--- src/inc/udmc_pkg.sv ---
// package with command codes, field layouts and reset values of the mask and dma control block
//
// Contract
// RULE1: mask bits 23..10 enable interrupts of data endpoints 1 to 14.
// RULE2: bit 9 gates control IN, bit 8 gates control OUT interrupts.
// RULE3: bit 5 enables the 1 ms pseudo frame start interrupt.
// RULE4: bits 4..0 enable frame start, transfer end, suspend, resume, bus reset.
// RULE5: software writes zeros into mask bits 31..24.
// RULE6: dma configuration written by F0, read by F1, two data bytes each.
// RULE7: bus reset clears dma run bit only; hardware reset zeroes all.
// RULE8: bit 15 set makes counter reaching zero end the transfer.
// RULE9: bit 14 set makes a short OUT packet end the transfer.
// RULE10: bits 7..4 select the endpoint buffer used by dma.
// RULE11: run bit starts dma, clearing it stops at once, reads live state.
// RULE12: burst field 00,01,10,11 gives 1, 4, 8, 16 byte bursts.
// RULE13: counter written by F2, read by F3; read gives bytes remaining.
// RULE14: setting the run bit reloads the internal down counter.
// RULE15: counter high byte in bits 15..8, low byte in bits 7..0.
// RULE16: bus reset leaves the programmed counter unchanged.
// RULE17: command F6 resets every register like the hardware reset; the code leaves rd_data at its value.
// RULE18: mask written by C2, read by C3, four bytes, kept over bus reset.
// RULE19: masked events still recorded; only the interrupt output is gated.
package udmc_pkg;
  localparam logic [7:0] CMD_MASK_WR = 8'hC2;
  localparam logic [7:0] CMD_MASK_RD = 8'hC3;
  localparam logic [7:0] CMD_CFG_WR = 8'hF0;
  localparam logic [7:0] CMD_CFG_RD = 8'hF1;
  localparam logic [7:0] CMD_CNT_WR = 8'hF2;
  localparam logic [7:0] CMD_CNT_RD = 8'hF3;
  localparam logic [7:0] CMD_DEV_RESET = 8'hF6;
  localparam logic [2:0] MASK_BYTES = 3'h4;
  localparam logic [2:0] CFG_BYTES = 3'h2;
  localparam logic [2:0] CNT_BYTES = 3'h2;
  localparam logic [31:0] MASK_RESET = 32'h00000000;
  localparam logic [15:0] CFG_RESET = 16'h0000;
  localparam logic [15:0] CNT_RESET = 16'h0000;
  localparam logic [31:0] MASK_WRITABLE = 32'h00FFFF3F;
  localparam logic [15:0] CFG_WRITABLE = 16'hC0FB;
  localparam int MASK_EP_LO = 10;
  localparam int MASK_EP_HI = 23;
  localparam int MASK_CTRL_IN = 9;
  localparam int MASK_CTRL_OUT = 8;
  localparam int MASK_PSOF = 5;
  localparam int MASK_SOF = 4;
  localparam int MASK_EOT = 3;
  localparam int MASK_SUSP = 2;
  localparam int MASK_RESM = 1;
  localparam int MASK_BRST = 0;
  localparam int CFG_CNT_END = 15;
  localparam int CFG_SHORT_END = 14;
  localparam int CFG_EP_LO = 4;
  localparam int CFG_RUN = 3;
  localparam int CFG_BURST_LO = 0;
  localparam logic [4:0] BURST_1 = 5'h01;
  localparam logic [4:0] BURST_4 = 5'h04;
  localparam logic [4:0] BURST_8 = 5'h08;
  localparam logic [4:0] BURST_16 = 5'h10;
  // event sources in mask bit order (bits 7,6 never set)
  typedef struct packed {
    logic [13:0] endpoint;
    logic ctrl_in;
    logic ctrl_out;
    logic [1:0] unused;
    logic pseudo_frame;
    logic frame_start;
    logic transfer_end;
    logic suspend;
    logic resume;
    logic bus_reset;
  } udmc_events_t;
  // command port request
  typedef struct packed {
    logic cmd_wr;
    logic data_wr;
    logic data_rd;
    logic [7:0] data;
  } udmc_port_t;
endpackage : udmc_pkg

--- src/rtl/udmc_top.sv ---
// interrupt enable mask, dma configuration and dma counter behind the command port
`timescale 1ns/1ps
`default_nettype none
module udmc_top
  import udmc_pkg::*;
(
  input wire logic clk,
  input wire logic rst,
  input wire udmc_port_t port,
  input wire logic usb_bus_reset,
  input wire udmc_events_t events,
  input wire logic event_clear,
  input wire logic dma_byte_done,
  input wire logic short_packet_out,
  output logic [7:0] rd_data,
  output logic [31:0] interrupt_mask,
  output logic [15:0] dma_configuration,
  output logic [15:0] dma_byte_counter,
  output logic [15:0] dma_remaining,
  output logic [31:0] irq_sources,
  output logic irq_request,
  output logic dma_run,
  output logic [3:0] dma_endpoint_select,
  output logic [4:0] dma_burst_bytes,
  output logic transfer_end_condition,
  output logic device_reset
);
  typedef enum {UDMC_IDLE, UDMC_MASK, UDMC_CFG, UDMC_CNT} udmc_state_t;

  udmc_state_t state;
  logic rd_phase;
  logic [2:0] byte_idx;
  logic soft_rst;
  logic run_set;
  logic cnt_zero;
  logic short_end;
  logic [31:0] next_mask;
  logic [15:0] next_cfg;
  logic [15:0] next_cnt;

  // burst field decode, used for the dma_burst_bytes output
  function automatic logic [4:0] burst_len(input logic [1:0] code);
    case (code)
      2'h0: burst_len = BURST_1;
      2'h1: burst_len = BURST_4;
      2'h2: burst_len = BURST_8;
      default: burst_len = BURST_16;
    endcase
  endfunction : burst_len

  // replace byte k of a word, low byte first on the port
  function automatic logic [31:0] put_byte(input logic [31:0] w, input logic [2:0] k,
                                           input logic [7:0] b);
    logic [31:0] r;
    r = w;
    r[k[1:0]*8 +: 8] = b;
    put_byte = r;
  endfunction : put_byte

  // soft reset takes one clock, then mask, configuration, counters and sources are at reset value; rd_data keeps its value
  always_comb soft_rst = port.cmd_wr && port.data == CMD_DEV_RESET; // RULE17
  always_ff @(posedge clk or posedge rst)
  begin
    if (rst)
      device_reset <= 1'b0;
    else
      device_reset <= soft_rst;
  end

  // command decoder; a new command aborts any unfinished data phase
  always_ff @(posedge clk or posedge rst)
  begin
    if (rst)
    begin
      state <= UDMC_IDLE;
      rd_phase <= 1'b0;
      byte_idx <= 3'h0;
    end
    else if (port.cmd_wr)
    begin
      byte_idx <= 3'h0;
      if (port.data == CMD_MASK_WR || port.data == CMD_MASK_RD) // RULE18
        state <= UDMC_MASK;
      else if (port.data == CMD_CFG_WR || port.data == CMD_CFG_RD) // RULE6
        state <= UDMC_CFG;
      else if (port.data == CMD_CNT_WR || port.data == CMD_CNT_RD) // RULE13
        state <= UDMC_CNT;
      else
        state <= UDMC_IDLE;
      rd_phase <= port.data[0];
    end
    else if (port.data_wr || port.data_rd)
    begin
      case (state)
        UDMC_MASK:
          if (byte_idx == MASK_BYTES - 3'h1)
            state <= UDMC_IDLE;
        UDMC_CFG:
          if (byte_idx == CFG_BYTES - 3'h1)
            state <= UDMC_IDLE;
        UDMC_CNT:
          if (byte_idx == CNT_BYTES - 3'h1)
            state <= UDMC_IDLE;
        default:
          state <= UDMC_IDLE;
      endcase
      byte_idx <= byte_idx + 3'h1;
    end
  end

  // write data assembled byte by byte; register updates with every byte
  always_comb
  begin
    next_mask = put_byte(interrupt_mask, byte_idx, port.data) & MASK_WRITABLE; // RULE5
    next_cfg = 16'(put_byte({16'h0000, dma_configuration}, byte_idx, port.data)
               & {16'h0000, CFG_WRITABLE});
    next_cnt = 16'(put_byte({16'h0000, dma_byte_counter}, byte_idx, port.data)); // RULE15
  end

  // mask is untouched by bus reset; partial bytes land as they arrive
  always_ff @(posedge clk or posedge rst)
  begin
    if (rst)
      interrupt_mask <= MASK_RESET;
    else if (soft_rst)
      interrupt_mask <= MASK_RESET; // RULE17
    else if (state == UDMC_MASK && !rd_phase && port.data_wr && !port.cmd_wr)
      interrupt_mask <= next_mask; // RULE18
  end

  // first config byte written with the run bit set reloads the down counter
  always_comb run_set = state == UDMC_CFG && !rd_phase && port.data_wr && !port.cmd_wr
                        && byte_idx == 3'h0 && port.data[CFG_RUN]; // RULE14

  // configuration: bus reset drops only the run bit, end conditions stop dma
  always_ff @(posedge clk or posedge rst)
  begin
    if (rst)
      dma_configuration <= CFG_RESET;
    else if (soft_rst)
      dma_configuration <= CFG_RESET; // RULE17
    else if (usb_bus_reset)
      dma_configuration[CFG_RUN] <= 1'b0; // RULE7
    else if (state == UDMC_CFG && !rd_phase && port.data_wr && !port.cmd_wr)
      dma_configuration <= next_cfg[15:0]; // RULE11
    else if (transfer_end_condition)
      dma_configuration[CFG_RUN] <= 1'b0; // RULE11
  end

  // programmed count, kept over bus reset
  always_ff @(posedge clk or posedge rst)
  begin
    if (rst)
      dma_byte_counter <= CNT_RESET;
    else if (soft_rst)
      dma_byte_counter <= CNT_RESET; // RULE17
    else if (state == UDMC_CNT && !rd_phase && port.data_wr && !port.cmd_wr)
      dma_byte_counter <= next_cnt[15:0]; // RULE16
  end

  udmc_counter #(.WIDTH(16)) u_counter (
    .clk(clk),
    .rst(rst),
    .soft_rst(soft_rst),
    .reload(run_set),
    .reload_value(dma_byte_counter),
    .run(dma_run),
    .byte_done(dma_byte_done),
    .remaining(dma_remaining),
    .hit_zero(cnt_zero)
  );

  // live configuration fields
  always_comb
  begin
    dma_run = dma_configuration[CFG_RUN]; // RULE11
    dma_endpoint_select = dma_configuration[CFG_EP_LO +: 4]; // RULE10
    dma_burst_bytes = burst_len(dma_configuration[CFG_BURST_LO +: 2]); // RULE12
    short_end = dma_run && dma_configuration[CFG_SHORT_END] && short_packet_out; // RULE9
  end

  // end of transfer from counter or short packet, one cycle pulse
  always_ff @(posedge clk or posedge rst)
  begin
    if (rst)
      transfer_end_condition <= 1'b0;
    else
      transfer_end_condition <= !soft_rst && !usb_bus_reset && !transfer_end_condition
        && ((cnt_zero && dma_configuration[CFG_CNT_END]) || short_end); // RULE8
  end

  // sticky sources record every event; set wins over clear
  always_ff @(posedge clk or posedge rst)
  begin
    if (rst)
      irq_sources <= 32'h00000000;
    else if (soft_rst)
      irq_sources <= 32'h00000000;
    else if (event_clear)
      irq_sources <= events & MASK_WRITABLE; // RULE19
    else
      irq_sources <= irq_sources | (events & MASK_WRITABLE); // RULE19
  end

  // only the request line depends on the mask
  always_ff @(posedge clk or posedge rst)
  begin
    if (rst)
      irq_request <= 1'b0;
    else
      irq_request <= |(irq_sources & interrupt_mask); // RULE1 RULE2 RULE3 RULE4
  end

  // read data: counter read returns bytes still to move
  always_ff @(posedge clk or posedge rst)
  begin
    if (rst)
      rd_data <= 8'h00;
    else if (rd_phase && port.data_rd && !port.cmd_wr)
    begin
      if (state == UDMC_MASK)
        rd_data <= interrupt_mask[byte_idx[1:0]*8 +: 8];
      else if (state == UDMC_CFG)
        rd_data <= dma_configuration[byte_idx[0]*8 +: 8];
      else if (state == UDMC_CNT)
        rd_data <= dma_remaining[byte_idx[0]*8 +: 8]; // RULE13
      else
        rd_data <= 8'h00;
    end
  end
endmodule : udmc_top
`default_nettype wire

--- src/rtl/udmc_counter.sv ---
// dma byte down counter with reload and zero detect
`timescale 1ns/1ps
`default_nettype none
module udmc_counter
  import udmc_pkg::*;
#(
  parameter int WIDTH = 16
)(
  input wire logic clk,
  input wire logic rst,
  input wire logic soft_rst,
  input wire logic reload,
  input wire logic [WIDTH-1:0] reload_value,
  input wire logic run,
  input wire logic byte_done,
  output logic [WIDTH-1:0] remaining,
  output logic hit_zero
);
  // reload wins over a byte moved in the same cycle
  always_ff @(posedge clk or posedge rst)
  begin
    if (rst)
      remaining <= '0;
    else if (soft_rst)
      remaining <= '0;
    else if (reload) // RULE14
      remaining <= reload_value;
    else if (run && byte_done && remaining != '0)
      remaining <= remaining - WIDTH'(1);
  end

  // one pulse when the last byte leaves the counter
  always_comb hit_zero = run && !reload && byte_done && remaining == WIDTH'(1); // RULE8
endmodule : udmc_counter
`default_nettype wire

--- config.mk ---
export PLATFORM = sky130hd
export DESIGN_NAME = udmc_top
export DESIGN_NICKNAME = d
export VERILOG_FILES = /design/src/inc/udmc_pkg.sv /design/src/rtl/udmc_top.sv /design/src/rtl/udmc_counter.sv
export SDC_FILE = /design/constraint.sdc
export NUM_CORES = 1
export LEC_CHECK = 0
export ABC_AREA = 0
export BUFFER_PORTS_ARGS = -buffer_cell sky130_fd_sc_hd__buf_2
export CAP_MARGIN = 40
export CORE_AREA = 8 8 142 144
export DETAILED_ROUTE_END_ITERATION = 8
export DIE_AREA = 0 0 150 152
export PLACE_DENSITY_LB_ADDON = 0.3
export SYNTH_ARGS = -nofsm -noshare
export SYNTH_HDL_FRONTEND = slang
export SYNTH_SLANG_ARGS = --single-unit
--- constraint.sdc ---
create_clock -name clk -period 7.8 [get_ports clk]
set_clock_uncertainty 0.2 [all_clocks]
set_input_delay 0.78 -clock clk [delete_from_list [all_inputs] [get_ports clk]]
set_output_delay 0.78 -clock clk [all_outputs]
set_load 0.02 [all_outputs]
Word-level counts from Yosys, hierarchy flattened
Cells that the tools add are included.

Bits in registers: 159. Bits of input ports: 41. Output and inout bits: 133. Word-level logic and storage cells: 127.

Add/sub/neg operators: 3. Eq/ne operators: 21. Shift operators: 5. Mux-type cells: 34. Bitwise logic cells: 2. Reductions and logical operators: 49.

Operators with widths (number): $mux 32 (8); $bwmux 32 (3); $eq 32x2->1 const B (3); $mux 16 (6); $eq 32x3->1 const B (2); $pmux 32 s2 (1); $eq 8x8->1 const B (7); $neg 5->34 (1); $shift 8x34->32 const A (1); $shiftx 8x34->32 (1); $and 32x32->32 (1); $eq 32x1->1 const B (1); $or 32x24->32 (1); $reduce_or 32->1 (1); $shiftx 16x5->8 (2); $shiftx 32x6->8 (1); $logic_and 1x1->1 (25); $mux 12 (2); $mux 8 (3); $eq 16x1->1 const B (1); $reduce_bool 16->1 (1); $sub 16x1->16 const B (1); $pmux 5 s3 (1); $mux 3 (4); other kinds (20) (36).

Depth between registers and ports, before layout
Word-level depth: 13. Depth in mapped cells: 8. Mapped depth without buffers: 7.

By module
Synthesis repeated with hierarchy kept, for this count alone.

Cells, all modules: 563. Area, all modules: 5552.8 um2.

Modules (own cells, without submodules): udmc_top (times used 1, cells an instance 412, area each 4396.7 um2, seq. area each 2152.1 um2); udmc_counter (times used 1, cells an instance 151, area each 1156.1 um2, seq. area each 400.4 um2).

Worst setup path after synthesis
No wires, ideal clock.

Path kind: input to register. Start point: in port[10] in the netlist's numbering. End point: reg irq_sources[10]. Setup time: 132 ps. Arrival: 2314 ps. Required time: 7468 ps. Setup slack: 5154 ps. Cell stages on the path: 7. Buffers on the path: 4. Cell sequence: clkbuf_1 > nand2b_1 > nor4_1 > clkbuf_1 > buf_6 > clkbuf_1 > nor2_1.

Longest elaborated chain between the ends: 2.

Ends and longest elaborated chain: start, declared (line udmc_top.sv:9) `input wire udmc_port_t port,`; $logic_and 1x1->1 (line udmc_top.sv:61) `always_comb soft_rst = port.cmd_wr && port.data == CMD_DEV_RESET;`; $mux 32 (line udmc_top.sv:197) `else if (soft_rst)`; end signal, assigned (line udmc_top.sv:200) `irq_sources <= events & MASK_WRITABLE;`; end signal, assigned (line udmc_top.sv:202) `irq_sources <= irq_sources | (events & MASK_WRITABLE);`; end, declared (line udmc_top.sv:20) `output logic [31:0] irq_sources,`.

No other way between the ends. A chain may end at the register's enable or synchronous reset.

Final worst setup path
Start point: reg byte_idx[0]. End point: reg interrupt_mask[5].

Longest elaborated chain between the ends: 5. Elaborated cells on any way between the ends: 6. Classes of those cells: add/sub (1); shift (2); mux (3).

Ends and longest elaborated chain: start, declared (line udmc_top.sv:32) `logic [2:0] byte_idx;`; start signal, assigned (line udmc_top.sv:107) `byte_idx <= byte_idx + 3'h1;`; $neg 5->34 (*) (line udmc_top.sv:56) `r[k[1:0]*8 +: 8] = b;`; $shiftx 8x34->32 / $shift 8x34->32 (equally long branches) (line udmc_top.sv:56); $bwmux 32 (*) (line udmc_top.sv:56); $mux 32 (*) (line udmc_top.sv:127) `else if (state == UDMC_MASK && !rd_phase && port.data_wr && !port.cmd_wr)`; $mux 32 (*) (line udmc_top.sv:125) `else if (soft_rst)`; end signal, assigned (line udmc_top.sv:128) `interrupt_mask <= next_mask;`; end, declared (line udmc_top.sv:16) `output logic [31:0] interrupt_mask,`.

Every way passes the cells marked *; elsewhere a longest branch is shown, timed or not. The select of a mux whose other input is x is not followed.

==> impl_metrics.env <==
export IMPL_status="completed"
export IMPL_wl_per_cell_um=19.55
export IMPL_max_slew_margin_pct=40.30
export IMPL_cts_hold_buf=0
export IMPL_crit_path_end_kind="flop"
export IMPL_track_usage_pct=15.53
export IMPL_p_leak_nw=3.080
export IMPL_critPathLaunchType="flop"
export IMPL_routed_wirelength_um=17850
export IMPL_crit_chain="inv_1, ha_1, nor3b_1, nor2b_1, nand2_1, o21ai_0"
export IMPL_ys_types=59
export IMPL_yosysSeqAreaShare_pct=48.54
export IMPL_post_dp_cell_area_sq_um=6073
export IMPL_max_freq_mhz=320.1
export IMPL_grt_max_degree=61
export IMPL_first_global_vias=4492
export IMPL_whs_ps=175.0
export IMPL_numCtsBuffers=9
export IMPL_die_y_um=152
export IMPL_synth_edf_count=0
export IMPL_cts_tree="yes"
export IMPL_fin_tns_setup_ps=0
export IMPL_post_cts_setup_buffer_count=0
export IMPL_io_pins=174
export IMPL_yosys_area_top_type="dfrtp_1"
export IMPL_drc=0
export IMPL_start_util_pct=29.58
export IMPL_path_max_fanout=21
export IMPL_clk_insertion_delay_late_ps=350
export IMPL_synth_main_ff_cell="dfrtp_1"
export IMPL_clockRootBuffer="clkbuf_16"
export IMPL_yosys_warnings=0
export IMPL_ant_nets=0
export IMPL_syn2layout_area_growth_pct=20.70
export IMPL_yosysTopAreaCellShare_pct=48.54
export IMPL_port_buffers=143
export IMPL_vias_per_cell=4.940
export IMPL_layout_min_cycle_time_ps=3124
export IMPL_rsz0062_at_grt="false"
export IMPL_antenna_found_initial=1
export IMPL_ff2ff_setup_slack_ps=4680
export IMPL_final_max_slew_viol_count=0
export IMPL_stdcell_area_sq_um=6347
export IMPL_cp_required_ps=7860
export IMPL_dr_pass1_iters=5
export IMPL_hold_viol=0
export IMPL_core_area_sq_um=17780
export IMPL_drt_iter0_markers=406
export IMPL_vias=4510
export IMPL_synthCells=551
export IMPL_clk_pin_slew_ps=60
export IMPL_synth_most_common_cell="dfrtp_1"
export IMPL_slowest_delay_ps=930
export IMPL_dieArea_sq_um=22800
export IMPL_drive_gt1_share_pct=27.23
export IMPL_cts_repair_resized=0
export IMPL_max_cap_violations=0
export IMPL_grt_first_pass_wirelength_um=27270
export IMPL_ys_top_cells_by_area="dfrtp_1 49%, nand2_1 5.6%, buf_4 4.7%"
export IMPL_power_density_nw_per_um2=183.2
export IMPL_synth_seq_cells=102
export IMPL_place_hpwl_um=13900
export IMPL_syn_area_sq_um=5259
export IMPL_clock_sinks=102
export IMPL_place_congestion=0.8335
export IMPL_arrival_ps=3180
export IMPL_gr_total_overflow=0
export IMPL_die_x_um=150
export IMPL_nets=729
export IMPL_crit_type="reg2reg"
export IMPL_hp_class="in2async"
export IMPL_synth_avg_cell_area_sq_um=9.544
export IMPL_setup_viol=0
export IMPL_tightest_slew_ps=895.5
export IMPL_fp_row_count=49
export IMPL_critPathSlowestCell="dfrtp_1"
export IMPL_ys_async_sr_fraction_pct=100.0
export IMPL_post_route_period_util_pct=40.05
export IMPL_cts_htree_levels=3
export IMPL_cts_max_path_buffers=2
export IMPL_synth_commonest_cells="102 x dfrtp_1, 79 x nand2_1, 61 x nor2_1"
export IMPL_peakVddDrop_uv=115.1
==> sequential cells by signal, summed over array words and instances (netlist names) <==
| name | flops |
|---|---|
| interrupt_mask | 22 |
| irq_sources | 22 |
| dma_byte_counter | 16 |
| u_counter.remaining | 16 |
| dma_configuration | 9 |
| rd_data | 8 |
| byte_idx | 3 |
| state | 2 |
| device_reset | 1 |
| irq_request | 1 |
| rd_phase | 1 |
| transfer_end_condition | 1 |
==> per-layer routing <==
layer | up-vias | share of wire (%) | global-route usage [%]
li1 | 2139 | - | -
met1 | 2181 | 43 | 19.74
met4 | 0 | 2.3 | 6.286
met2 | 168 | 49 | 25.64
met5 | - | 0 | 0
met3 | 22 | 5.7 | 2.465
==> placed cells by master (no fill, tap or decap), drive strengths merged, types with 4 or more instances in the layout <==
| master | instances |
|---|---|
| buf | 152 |
| dfrtp | 102 |
| nand2 | 79 |
| nor2 | 61 |
| o21ai | 45 |
| a21oi | 35 |
| conb | 28 |
| a22o | 14 |
| a22oi | 13 |
| xnor2 | 13 |
| inv | 12 |
| a211oi | 12 |
| clkbuf | 12 |
| nor3 | 10 |
| ha | 8 |
| mux2i | 7 |
| mux2 | 6 |
| or3 | 6 |
| nor3b | 5 |
| nor2b | 5 |
| a221oi | 5 |
| nor4 | 5 |
| nand3 | 4 |
==> stage by stage <==
step	total power [mW]	std cells	setup WS, ps	util (%)
floorplan	0.6886	578	4145	-
global placement	0.7367	894	4750	33.88
detailed placement	0.7386	898	4742	34.16
CTS	1.179	912	4714	35.69
global route	1.208	913	4460	35.70
finish	1.163	913	4676	35.70
==> where the power goes <==
group	total, mW	internal, mW	switching, mW
Clock	0.435	0.245	0.190
Sequential	0.571	0.546	0.0248
Combinational	0.158	0.0511	0.107
==> kinds of logic (layout without fill, tap and decap cells) <==
kind of cell,Yosys count,after routing,synth area share (%)
multiplexers,15,15,3.474
other,1,29,0.07131
adder cells (fa/ha/maj),8,8,1.903
AO/OA/AOI/OAI,144,144,18.18
AND/OR/NAND/NOR,193,193,17.15
buffers and inverters,73,178,8.185
flip-flops,102,102,48.54
XOR/XNOR,15,15,2.498
==> cell type report <==
type                       count  area (sq um)
antenna                        1         2.502
clock buffer                  12         236.5
clock inverter                 2         35.03
fill                        1844         11430
inverter                      12         47.55
multi-input combinational    403          2384
sequential                   102          2552
tap                          229         286.5
timing repair buffer         152         803.3
==> worst paths after layout <==
path | start | to | cells past startpoint
min | rst | u_counter.remaining[2] | 2
max reg2reg | byte_idx[0] | interrupt_mask[5] | 6
min in group clk | transfer_end_condition | transfer_end_condition | 1
min reg2reg | transfer_end_condition | transfer_end_condition | 1
max in group asynchronous | rst | irq_sources[16] | 4
max | byte_idx[0] | interrupt_mask[5] | 6
==> critical path, delay by kind of cell (launching register included) <==
kind            cells  cell delay [ps]
flops               1              930
simple gates        3              930
fa+ha+maj           1              440
buf+inv             1              320
compound gates      1              210
Note: power is estimated with default switching activity, not from simulation.
